--- config.mk ---
export PLATFORM = sky130hd
export DESIGN_NAME = sdw_walker
export DESIGN_NICKNAME = d
export VERILOG_FILES = /design/src/core/sdw_pkg.sv /design/src/core/sdw_walker.sv /design/src/core/sdw_fifo.sv /design/src/core/sdw_decode.sv
export SDC_FILE = /design/constraint.sdc
export NUM_CORES = 2
export LEC_CHECK = 0
export ABC_AREA = 1
export BUFFER_PORTS_ARGS = -buffer_cell sky130_fd_sc_hd__buf_2
export CORE_AREA = 2 2 417 419
export CTS_CLUSTER_DIAMETER = 60
export DETAILED_ROUTE_END_ITERATION = 16
export DIE_AREA = 0 0 419 421
export PLACE_DENSITY = 0.7
export SYNTH_ARGS = -nofsm -noshare
export SYNTH_HDL_FRONTEND = slang
export SYNTH_SLANG_ARGS = --single-unit
--- constraint.sdc ---
create_clock -name clk -period 14.4 [get_ports clk]
set_clock_uncertainty 0.15 [all_clocks]
set_input_delay 1.44 -clock clk [delete_from_list [all_inputs] [get_ports clk]]
set_output_delay 1.44 -clock clk [all_outputs]
set_load 0.05 [all_outputs]
--- src/core/sdw_pkg.sv ---
// Package for the split-ring descriptor walker: constants, states and carriers.
// Assumes one 100 MHz clock and a memory read port that returns whole 16-byte descriptors.
package sdw_pkg;

    // ------------------------------------------------------------
    // Descriptor layout and queue limits.
    // ------------------------------------------------------------
    localparam int unsigned DESC_BYTES      = 16;           // One descriptor is 16 bytes.
    localparam int unsigned DESC_SHIFT      = 4;            // log2 of descriptor size.
    localparam int unsigned QSIZE_MAX       = 32768;        // Largest legal queue size.
    localparam int unsigned IDX_W           = 16;           // Width of indices and queue size.
    localparam int unsigned CNT_W           = 17;           // Chain counter width.
    localparam int unsigned QALIGN_DEFAULT  = 4096;         // Legacy queue alignment.
    localparam int unsigned DT_ALIGN        = 16;           // Descriptor table alignment.
    localparam int unsigned AV_ALIGN        = 2;            // Available ring alignment.
    localparam int unsigned US_ALIGN        = 4;            // Used ring alignment.
    localparam int unsigned FIFO_DEPTH      = 16;           // Output buffer depth.

    // Flag bits inside the 16-bit flags field.
    localparam logic [15:0] FLAG_CHAIN      = 16'h0001;     // Chain continues at next.
    localparam logic [15:0] FLAG_DEV_WR     = 16'h0002;     // Buffer is device-writable.
    localparam logic [15:0] FLAG_INDIRECT   = 16'h0004;     // Points to an indirect table.

    // Bit positions inside a raw little-endian descriptor.
    localparam int unsigned ADDR_LSB        = 0;
    localparam int unsigned LEN_LSB         = 64;
    localparam int unsigned FLAGS_LSB       = 96;
    localparam int unsigned NEXT_LSB        = 112;

    // Error codes.
    localparam logic [1:0]  ERR_NONE        = 2'h0;
    localparam logic [1:0]  ERR_RANGE       = 2'h1;         // Next index out of range.
    localparam int unsigned ERR_LONG_I      = 2;            // Chain too long.
    localparam logic [1:0]  ERR_LONG        = 2'h2;
    localparam logic [1:0]  ERR_ORDER       = 2'h3;         // Readable after writable.

    // ------------------------------------------------------------
    // Types.
    // ------------------------------------------------------------
    // Walker states, Gray coded along idle, fetch, wait, emit.
    typedef enum logic [2:0] {
        SDW_IDLE  = 3'h0,
        SDW_FETCH = 3'h1,
        SDW_WAIT  = 3'h3,
        SDW_EMIT  = 3'h2,
        SDW_ERR   = 3'h6
    } sdw_state_t;

    // One decoded buffer segment handed to the data engine.
    typedef struct packed {
        logic [63:0] addr;      // Guest-physical buffer address.
        logic [31:0] len;       // Buffer length in bytes.
        logic        dev_wr;    // Device-writable when set.
        logic        last;      // Final segment of the request.
    } sdw_seg_t;

    // Decoded descriptor fields.
    typedef struct packed {
        logic [63:0] addr;
        logic [31:0] len;
        logic [15:0] flags;
        logic [15:0] next;
    } sdw_desc_t;

    // Memory read request.
    typedef struct packed {
        logic [63:0] addr;      // Byte address of a descriptor.
    } sdw_mreq_t;

endpackage

--- src/core/sdw_walker.sv ---
// Descriptor chain walker for a split-format request queue.
// Assumes a memory port returning one descriptor per accepted request, in order.
`timescale 1ns/1ps

// Operation
// Driver aligns each queue part.
// Alignments sixteen, two and four bytes.
// Queue size power of two, at most 32768.
// Legacy queue spans two aligned pages.
// Legacy order: table, avail, pad, used.
// Legacy uses guest order, else little-endian.
// Accept any split; cap chain length.
// Writable descriptors follow readable ones.
// Descriptor is address, length, flags, next.
// Flag one continues chain at next.
// Flag two writable, flag four indirect.
// Never write readable buffers.
// Table holds queue size entries.
// Chain total at most 2^32 bytes.
// In-order uses table order from zero.
// In-order next is x+1, wraps to zero.
// Indirect table holds len/16 entries.
// Indirect walk starts entry zero.
// In-order indirect entries are sequential.
// Indirect only once, never nested.
// Chain no longer than queue size.
// Never indirect and continue together.
// Ignore writable flag on indirect descriptor.
// Accept chain ending in indirect descriptor.
// Legacy any-layout drops framing assumptions.
// Flag error on bad index or length.
module sdw_walker (
    input  wire logic               clk,
    input  wire logic               srst,
    input  wire logic               ce,
    input  wire logic [63:0]        table_base,
    input  wire logic [15:0]        queue_size,
    input  wire logic               legacy_mode,
    input  wire logic               native_be,
    input  wire logic               start,
    input  wire logic [15:0]        head_idx,
    output logic                    busy,
    output logic                    done,
    output logic                    error,
    output logic [1:0]              error_code,
    output logic                    mem_req_valid,
    input  wire logic               mem_req_ready,
    output logic [63:0]             mem_req_addr,
    input  wire logic               mem_rsp_valid,
    input  wire logic [127:0]       mem_rsp_data,
    output logic                    seg_valid,
    input  wire logic               seg_ready,
    output sdw_pkg::sdw_seg_t       seg_data
);
    // ------------------------------------------------------------
    // State.
    // ------------------------------------------------------------
    sdw_pkg::sdw_state_t st_q, st_d;        // Walker state.
    logic [63:0]  tbase_q, tbase_d;         // Base of the table being walked.
    logic [15:0]  tsize_q, tsize_d;         // Entry count of that table.
    logic [15:0]  idx_q, idx_d;             // Descriptor being fetched.
    logic [16:0]  cnt_q, cnt_d;             // Descriptors walked so far in that table.
    logic         ind_q, ind_d;             // Walking an indirect table.
    logic         seen_wr_q, seen_wr_d;     // A writable segment was seen.
    logic         busy_q, busy_d;
    logic         done_q, done_d;
    logic         err_q, err_d;
    logic [1:0]   code_q, code_d;
    logic         mreq_q, mreq_d;
    logic [63:0]  maddr_q, maddr_d;
    sdw_pkg::sdw_desc_t desc_q, desc_d;     // Descriptor held for emit.
    sdw_pkg::sdw_desc_t dec;                // Decoded memory answer.
    sdw_pkg::sdw_seg_t  seg_w;
    logic         fifo_ready, fifo_push;
    logic         be_sel;

    // Guest byte order applies only in legacy mode.
    assign be_sel = legacy_mode && native_be;

    // Field decode of the incoming descriptor.
    sdw_decode u_dec (
        .raw       (mem_rsp_data),
        .native_be (be_sel),
        .desc      (dec)
    );

    // Byte address of entry idx in a table of 16-byte descriptors.
    function automatic logic [63:0] ent_addr(input logic [63:0] base, input logic [15:0] i);
        return base + {44'h0, i, 4'h0};
    endfunction

    // ------------------------------------------------------------
    // Walk control.
    // ------------------------------------------------------------
    // One descriptor at a time: fetch, wait for the answer, then emit or follow.
    always_comb begin
        st_d      = st_q;
        tbase_d   = tbase_q;
        tsize_d   = tsize_q;
        idx_d     = idx_q;
        cnt_d     = cnt_q;
        ind_d     = ind_q;
        seen_wr_d = seen_wr_q;
        busy_d    = busy_q;
        done_d    = 1'b0;
        err_d     = err_q;
        code_d    = code_q;
        mreq_d    = mreq_q;
        maddr_d   = maddr_q;
        desc_d    = desc_q;
        fifo_push = 1'b0;
        seg_w     = '0;
        case (st_q)
            sdw_pkg::SDW_IDLE: begin
                if (start) begin
                    // Head index is range checked like any next index.
                    tbase_d   = table_base;
                    tsize_d   = queue_size;
                    idx_d     = head_idx;
                    cnt_d     = '0;
                    ind_d     = 1'b0;
                    seen_wr_d = 1'b0;
                    busy_d    = 1'b1;
                    err_d     = 1'b0;
                    code_d    = sdw_pkg::ERR_NONE;
                    st_d      = sdw_pkg::SDW_FETCH;
                end
            end
            sdw_pkg::SDW_FETCH: begin
                if (idx_q >= tsize_q) begin
                    code_d = sdw_pkg::ERR_RANGE;
                    st_d   = sdw_pkg::SDW_ERR;
                end else if (cnt_q >= {1'b0, tsize_q}) begin
                    // Longest legal chain is one table's worth.
                    code_d = sdw_pkg::ERR_LONG;
                    st_d   = sdw_pkg::SDW_ERR;
                end else begin
                    mreq_d  = 1'b1;
                    maddr_d = ent_addr(tbase_q, idx_q);
                    st_d    = sdw_pkg::SDW_WAIT;
                end
            end
            sdw_pkg::SDW_WAIT: begin
                if (mreq_q && mem_req_ready) begin
                    mreq_d = 1'b0;
                end
                if (mem_rsp_valid) begin
                    desc_d = dec;
                    cnt_d  = cnt_q + 17'h00001;
                    if (!ind_q && (dec.flags & sdw_pkg::FLAG_INDIRECT) != '0) begin
                        // Enter the indirect table at entry zero, ignoring the
                        // writable flag here; it ends the outer chain.
                        tbase_d = dec.addr;
                        tsize_d = 16'(dec.len >> sdw_pkg::DESC_SHIFT);
                        idx_d   = '0;
                        cnt_d   = '0;
                        ind_d   = 1'b1;
                        st_d    = sdw_pkg::SDW_FETCH;
                    end else begin
                        st_d = sdw_pkg::SDW_EMIT;
                    end
                end
            end
            sdw_pkg::SDW_EMIT: begin
                // Writable flag selects the direction the data engine may use.
                seg_w.addr   = desc_q.addr;
                seg_w.len    = desc_q.len;
                seg_w.dev_wr = (desc_q.flags & sdw_pkg::FLAG_DEV_WR) != '0;
                seg_w.last   = (desc_q.flags & sdw_pkg::FLAG_CHAIN) == '0;
                if (seen_wr_q && !seg_w.dev_wr) begin
                    code_d = sdw_pkg::ERR_ORDER;
                    st_d   = sdw_pkg::SDW_ERR;
                end else if (fifo_ready) begin
                    fifo_push = 1'b1;
                    seen_wr_d = seen_wr_q | seg_w.dev_wr;
                    if (seg_w.last) begin
                        busy_d = 1'b0;
                        done_d = 1'b1;
                        st_d   = sdw_pkg::SDW_IDLE;
                    end else begin
                        idx_d = desc_q.next;
                        st_d  = sdw_pkg::SDW_FETCH;
                    end
                end
            end
            sdw_pkg::SDW_ERR: begin
                // Stop the walk and hold the code until the next start.
                err_d  = 1'b1;
                busy_d = 1'b0;
                done_d = 1'b1;
                st_d   = sdw_pkg::SDW_IDLE;
            end
            default: begin
                st_d = sdw_pkg::SDW_IDLE;
            end
        endcase
    end

    // Registers only.
    always_ff @(posedge clk) begin
        if (srst) begin
            st_q      <= sdw_pkg::SDW_IDLE;
            tbase_q   <= '0;
            tsize_q   <= '0;
            idx_q     <= '0;
            cnt_q     <= '0;
            ind_q     <= 1'b0;
            seen_wr_q <= 1'b0;
            busy_q    <= 1'b0;
            done_q    <= 1'b0;
            err_q     <= 1'b0;
            code_q    <= sdw_pkg::ERR_NONE;
            mreq_q    <= 1'b0;
            maddr_q   <= '0;
            desc_q    <= '0;
        end else if (ce) begin
            st_q      <= st_d;
            tbase_q   <= tbase_d;
            tsize_q   <= tsize_d;
            idx_q     <= idx_d;
            cnt_q     <= cnt_d;
            ind_q     <= ind_d;
            seen_wr_q <= seen_wr_d;
            busy_q    <= busy_d;
            done_q    <= done_d;
            err_q     <= err_d;
            code_q    <= code_d;
            mreq_q    <= mreq_d;
            maddr_q   <= maddr_d;
            desc_q    <= desc_d;
        end
    end

    assign busy          = busy_q;
    assign done          = done_q;
    assign error         = err_q;
    assign error_code    = code_q;
    assign mem_req_valid = mreq_q;
    assign mem_req_addr  = maddr_q;

    // ------------------------------------------------------------
    // Segment buffer; a stalled data engine stalls the walk.
    // ------------------------------------------------------------
    sdw_fifo #(
        .WIDTH ($bits(sdw_pkg::sdw_seg_t)),
        .DEPTH (sdw_pkg::FIFO_DEPTH)
    ) u_fifo (
        .clk       (clk),
        .srst      (srst),
        .ce        (ce),
        .in_valid  (fifo_push),
        .in_ready  (fifo_ready),
        .in_data   (seg_w),
        .out_valid (seg_valid),
        .out_ready (seg_ready),
        .out_data  (seg_data)
    );
endmodule

--- src/core/sdw_fifo.sv ---
// Synchronous FIFO that buffers decoded segments toward the data engine.
// Assumes a single clock, a synchronous active-high reset and a clock enable.
`timescale 1ns/1ps
module sdw_fifo #(
    parameter int unsigned WIDTH = 98,
    parameter int unsigned DEPTH = 16
) (
    input  wire logic             clk,
    input  wire logic             srst,
    input  wire logic             ce,
    input  wire logic             in_valid,
    output logic                  in_ready,
    input  wire logic [WIDTH-1:0] in_data,
    output logic                  out_valid,
    input  wire logic             out_ready,
    output logic      [WIDTH-1:0] out_data
);
    // ------------------------------------------------------------
    // Storage and pointers.
    // ------------------------------------------------------------
    localparam int unsigned AW = $clog2(DEPTH);
    logic [WIDTH-1:0] mem_q [DEPTH];     // Word storage.
    logic [AW-1:0]    wr_q, wr_d;        // Write pointer.
    logic [AW-1:0]    rd_q, rd_d;        // Read pointer.
    logic [AW:0]      cnt_q, cnt_d;      // Fill level.
    logic             push, pop;

    // Full and empty come straight from the fill count.
    assign in_ready  = (cnt_q != DEPTH[AW:0]);
    assign out_valid = (cnt_q != '0);
    assign out_data  = mem_q[rd_q];

    // Next pointer values.
    always_comb begin
        push  = in_valid && in_ready;
        pop   = out_valid && out_ready;
        wr_d  = push ? wr_q + 1'b1 : wr_q;
        rd_d  = pop ? rd_q + 1'b1 : rd_q;
        cnt_d = cnt_q + {{AW{1'b0}}, push} - {{AW{1'b0}}, pop};
    end

    // Registers; storage has no reset because pointers guard it.
    always_ff @(posedge clk) begin
        if (srst) begin
            wr_q  <= '0;
            rd_q  <= '0;
            cnt_q <= '0;
        end else if (ce) begin
            wr_q  <= wr_d;
            rd_q  <= rd_d;
            cnt_q <= cnt_d;
            if (push) begin
                mem_q[wr_q] <= in_data;
            end
        end
    end
endmodule

--- src/core/sdw_decode.sv ---
// Byte-order decode of a raw 16-byte descriptor into its fields.
// Assumes the raw word holds memory byte 0 in bits 7:0.
`timescale 1ns/1ps
module sdw_decode (
    input  wire logic [127:0]     raw,
    input  wire logic             native_be,
    output sdw_pkg::sdw_desc_t    desc
);
    // ------------------------------------------------------------
    // Byte swapping helper.
    // ------------------------------------------------------------
    // Reverses bytes of a field when the guest is big-endian in legacy mode.
    function automatic logic [63:0] swap(input logic [63:0] v, input int unsigned nb,
                                         input logic be);
        logic [63:0] r;
        r = '0;
        for (int i = 0; i < 8; i++) begin
            if (i < nb) begin
                r[i*8 +: 8] = be ? v[(nb-1-i)*8 +: 8] : v[i*8 +: 8];
            end
        end
        return r;
    endfunction

    // Field extraction.
    always_comb begin
        desc.addr  = swap(raw[sdw_pkg::ADDR_LSB +: 64], 8, native_be);
        desc.len   = 32'(swap({32'h0, raw[sdw_pkg::LEN_LSB +: 32]}, 4, native_be));
        desc.flags = 16'(swap({48'h0, raw[sdw_pkg::FLAGS_LSB +: 16]}, 2, native_be));
        desc.next  = 16'(swap({48'h0, raw[sdw_pkg::NEXT_LSB +: 16]}, 2, native_be));
    end
endmodule

==> results.toml <==
[outcome]
outcome = "finished clean"

[critical_path]
crit_fanout = 237
worstReg2RegEnd = "u_fifo.mem_q[7][36]"
critPathLaunchType = "flop"
timing_worst_setup_path_type = "reg2out"
endpoint_kind = "primary output"
rr_worst_depth = 11
worstPathArrival_ps = 5390
r2r_slack_ps = 8650
timing.rr.start = "st_q[2]"
required_ps = 12810

[logic_synthesis]
synth-main-ff-cell = "edfxtp_1"
synthMuxAreaShare = 0.0489
synth_top_family_by_area = "compound AO/OA/AOI/OAI gates"
synth_seq_area_share = 0.667
netlist_instances = 7025
synth_nets = 7320
synth_xor_xnor_area_share = 0.00262
synth_top_cell_area_share = 0.587
async_reset_ff_frac = 0
synth-seq-cells = 1887
synth_area_leaders = "edfxtp_1 59%, dfxtp_1 8.0%, mux2i_1 4.9%"
synth_compound_area_frac = 0.132
synth_adder_area_share = 0.00986
yosys_warnings = 0
synthSimpleGateAreaFrac = 0.0819
yosysTopAreaCell = "edfxtp_1"
synth-edff-count = 1568
postSynthAreaPerCell_sq_um = 11.4
ys_types = 47
synthesis.area_sq_um = 80200

[global_routing]
gr-usage-met3 = 0.0395
grt_max_degree = 238
grt_pass1_wl_microns = 335000
grt_pass1_vias = 52244
antenna_found_initial = 20
grt_use_met1 = 0.356
grt_overflow_total = 0
met2_usage = 0.407
top_usage_layer = "met2"
grt.total_usage = 0.255

[timing]
period_needed_ps = 6980
setup-tns-final_ps = 0
report.final.slew_viol_count = 0
slew_headroom = 0.128
rsz0062_at_grt = "no"
setup_violations = 0
hold_viol_final = 0
fmax_mhz = 143
layout_worst_path_cycle_share = 0.485
worstMarginPinSlew_ps = 1300

[place]
place.gp.congestion = 0.957
dp.cells = 9381
port_buffers = 391
post-dp-hpwl_microns = 133000

[clock_network]
cts_tree = "done"
cts_setup_buffers = 0
ctsResizeCount = 0
clk_pin_slew_worst_paths_ps = 60
cts.sinks = 1887
hold_buffers = 0
clk_latency_ps = 830
cts_buffers = 184
htreeDepth = 4
cts_root_buffer = "clkbuf_16"
max-clock-path-buffers = 3

[finish]
final_common_cell = "edfxtp_1"
mostFrequentLayoutCells = "1568 x edfxtp_1, 948 x nand2_1, 769 x o21ai_0, 736 x inv_1, 580 x a21oi_1"
syn2layout_area_growth_pct = 12.3
instances_no_fill = 9724
layout-drive-gt1-share = 0.105
nNetsFinal = 7537

[routing]
ant_nets = 0
drtIter0Drc = 6601
post-route-drc-count = 0
routed_wl_microns = 230000
dr_total_vias = 54926
vias_per_cell = 5.65
avgRoutedWirePerCell_microns = 23.6
dr.pass1.iters = 6

[floorplanning]
core_area_sq_um = 172000
num_rows = 153
start_util = 0.465
die_w_microns = 419
dieArea_sq_um = 176000
pin_count = 402
die_y_microns = 421

[power_and_ir_drop]
power.share.clock = 0.400
vdd_ir_drop_max_uv = 121
share_comb_of_total_power = 0.099
swShare = 0.250
p_leak_nw = 31.1
powerDensity_nw_per_um2 = 132
p_sw_mw = 2.99
seqPwrFrac = 0.500
intPower_mw = 8.93

[flow_run]
cap_violations = 0

[hold_path]
whs_endpoint = "desc_q[123]"
whs_path_depth = 2
min-delay-start = "desc_q[123]"
hp-class = "reg2reg"
-- worst max-delay path, cell delays in order (launching register included) --
cell and delay, ps:
dfxtp_4 660, buf_4 740, buf_4 940, buf_12 780, a21oi_1 190, o21ai_0 120, o21ai_0 130, o211ai_1 250
nand2_1 140, buf_2 240
-- flip-flops by register name (all words and copies together) (netlist names), 3 cells and up, named ones only --
| name | cells |
|---|---|
| desc_q | 114 |
| mem_req_addr | 64 |
| u_fifo.rd_q | 4 |
| idx_q | 16 |
| st_q | 3 |
| u_fifo.cnt_q | 5 |
| u_fifo.wr_q | 4 |
| u_fifo.mem_q | 1568 |
| cnt_q | 17 |
| tsize_q | 16 |
| tbase_q | 64 |
-- power by group through the flow --
stage | Clock (mW) | Sequential [mW] | Combinational, mW
detailed placement | 0 | 6.08 | 1.17
finish | 4.77 | 5.97 | 1.18
global placement | 0 | 6.08 | 1.16
CTS | 4.83 | 5.96 | 1.18
global route | 5.05 | 5.97 | 1.28
floorplan | 0 | 6.07 | 0.811
-- kinds of logic after synthesis --
| group | Yosys count |
|---|---|
| muxes | 392 |
| buffers and inverters | 1183 |
| xor gates and xnor gates | 24 |
| adders and majority gates | 62 |
| DFF | 1887 |
| and+or+nand+nor | 1591 |
| AOI/OAI and AO/OA | 1886 |
-- final cells by class --
type | instances | area (sq um)
inverters | 750 | 2840
multi-input cells | 3955 | 22200
well taps | 2325 | 2910
clock inverters | 90 | 946
diodes | 8 | 20.0
repair buffers | 464 | 2610
clock buffers | 245 | 5040
fillers | 14608 | 82400
flip-flops and latches | 1887 | 53500
-- routing by layer --
layer / vias up / wire [microns]
li1: 25444 / -
met1: 26690 / 96400
met2: 2449 / 108000
met3: 339 / 18500
met4: 4 / 7030
met5: - / 30
-- worst max path at each step --
stage | start | endpoint | slack (ps) | depth (start not counted)
finish | flop | seg_data[58] | 7420 | 9
global route | flop | seg_data[58] | 7150 | 9
CTS | flop | seg_data[85] | 7470 | 8
detailed placement | flop | seg_data[85] | 8360 | 8
global placement | srst | u_fifo.mem_q[9][22] | 8420 | 6
floorplan | srst | u_fifo.mem_q[15][0] | 7490 | 5
-- cells in the mapped netlist (2+ instances only) --
cell type     n
clkinv_1      3
o21ai_0     769
nand4_1      21
nor4_1        2
xnor2_1       6
buf_4        10
nor3_4        2
nand2_1     950
nor3b_1       2
clkbuf_1    280
a31oi_1     119
dfxtp_1     319
fa_1          2
nor3_1       28
o21bai_1      2
nor2_1      297
mux2i_1     392
o21ai_1      10
and3_1        2
nand2_2       3
ha_1         60
edfxtp_1   1568
inv_1       738
inv_2         9
o211ai_1    394
nor2_4        5
nand3_1     257
o21a_1        2
a211oi_1      4
buf_2       108
a21oi_1     580
nor2_2        5
nand3b_1     12
buf_1        34
xor2_1       18
-- stage by stage --
step	area (sq um)	total power, mW	worst slack (ps)	utilization	hold WS [ps]
after floorplan	80200	6.88	7490	-	280
after global placement	84100	7.24	8420	0.488	291
after detailed placement	84100	7.25	8360	0.488	299
after CTS	90100	12.0	7470	0.522	308
after global routing	90100	12.3	7150	0.522	327
final	90100	11.9	7420	0.522	308
No activity file was read; power rests on OpenSTA's default activity.
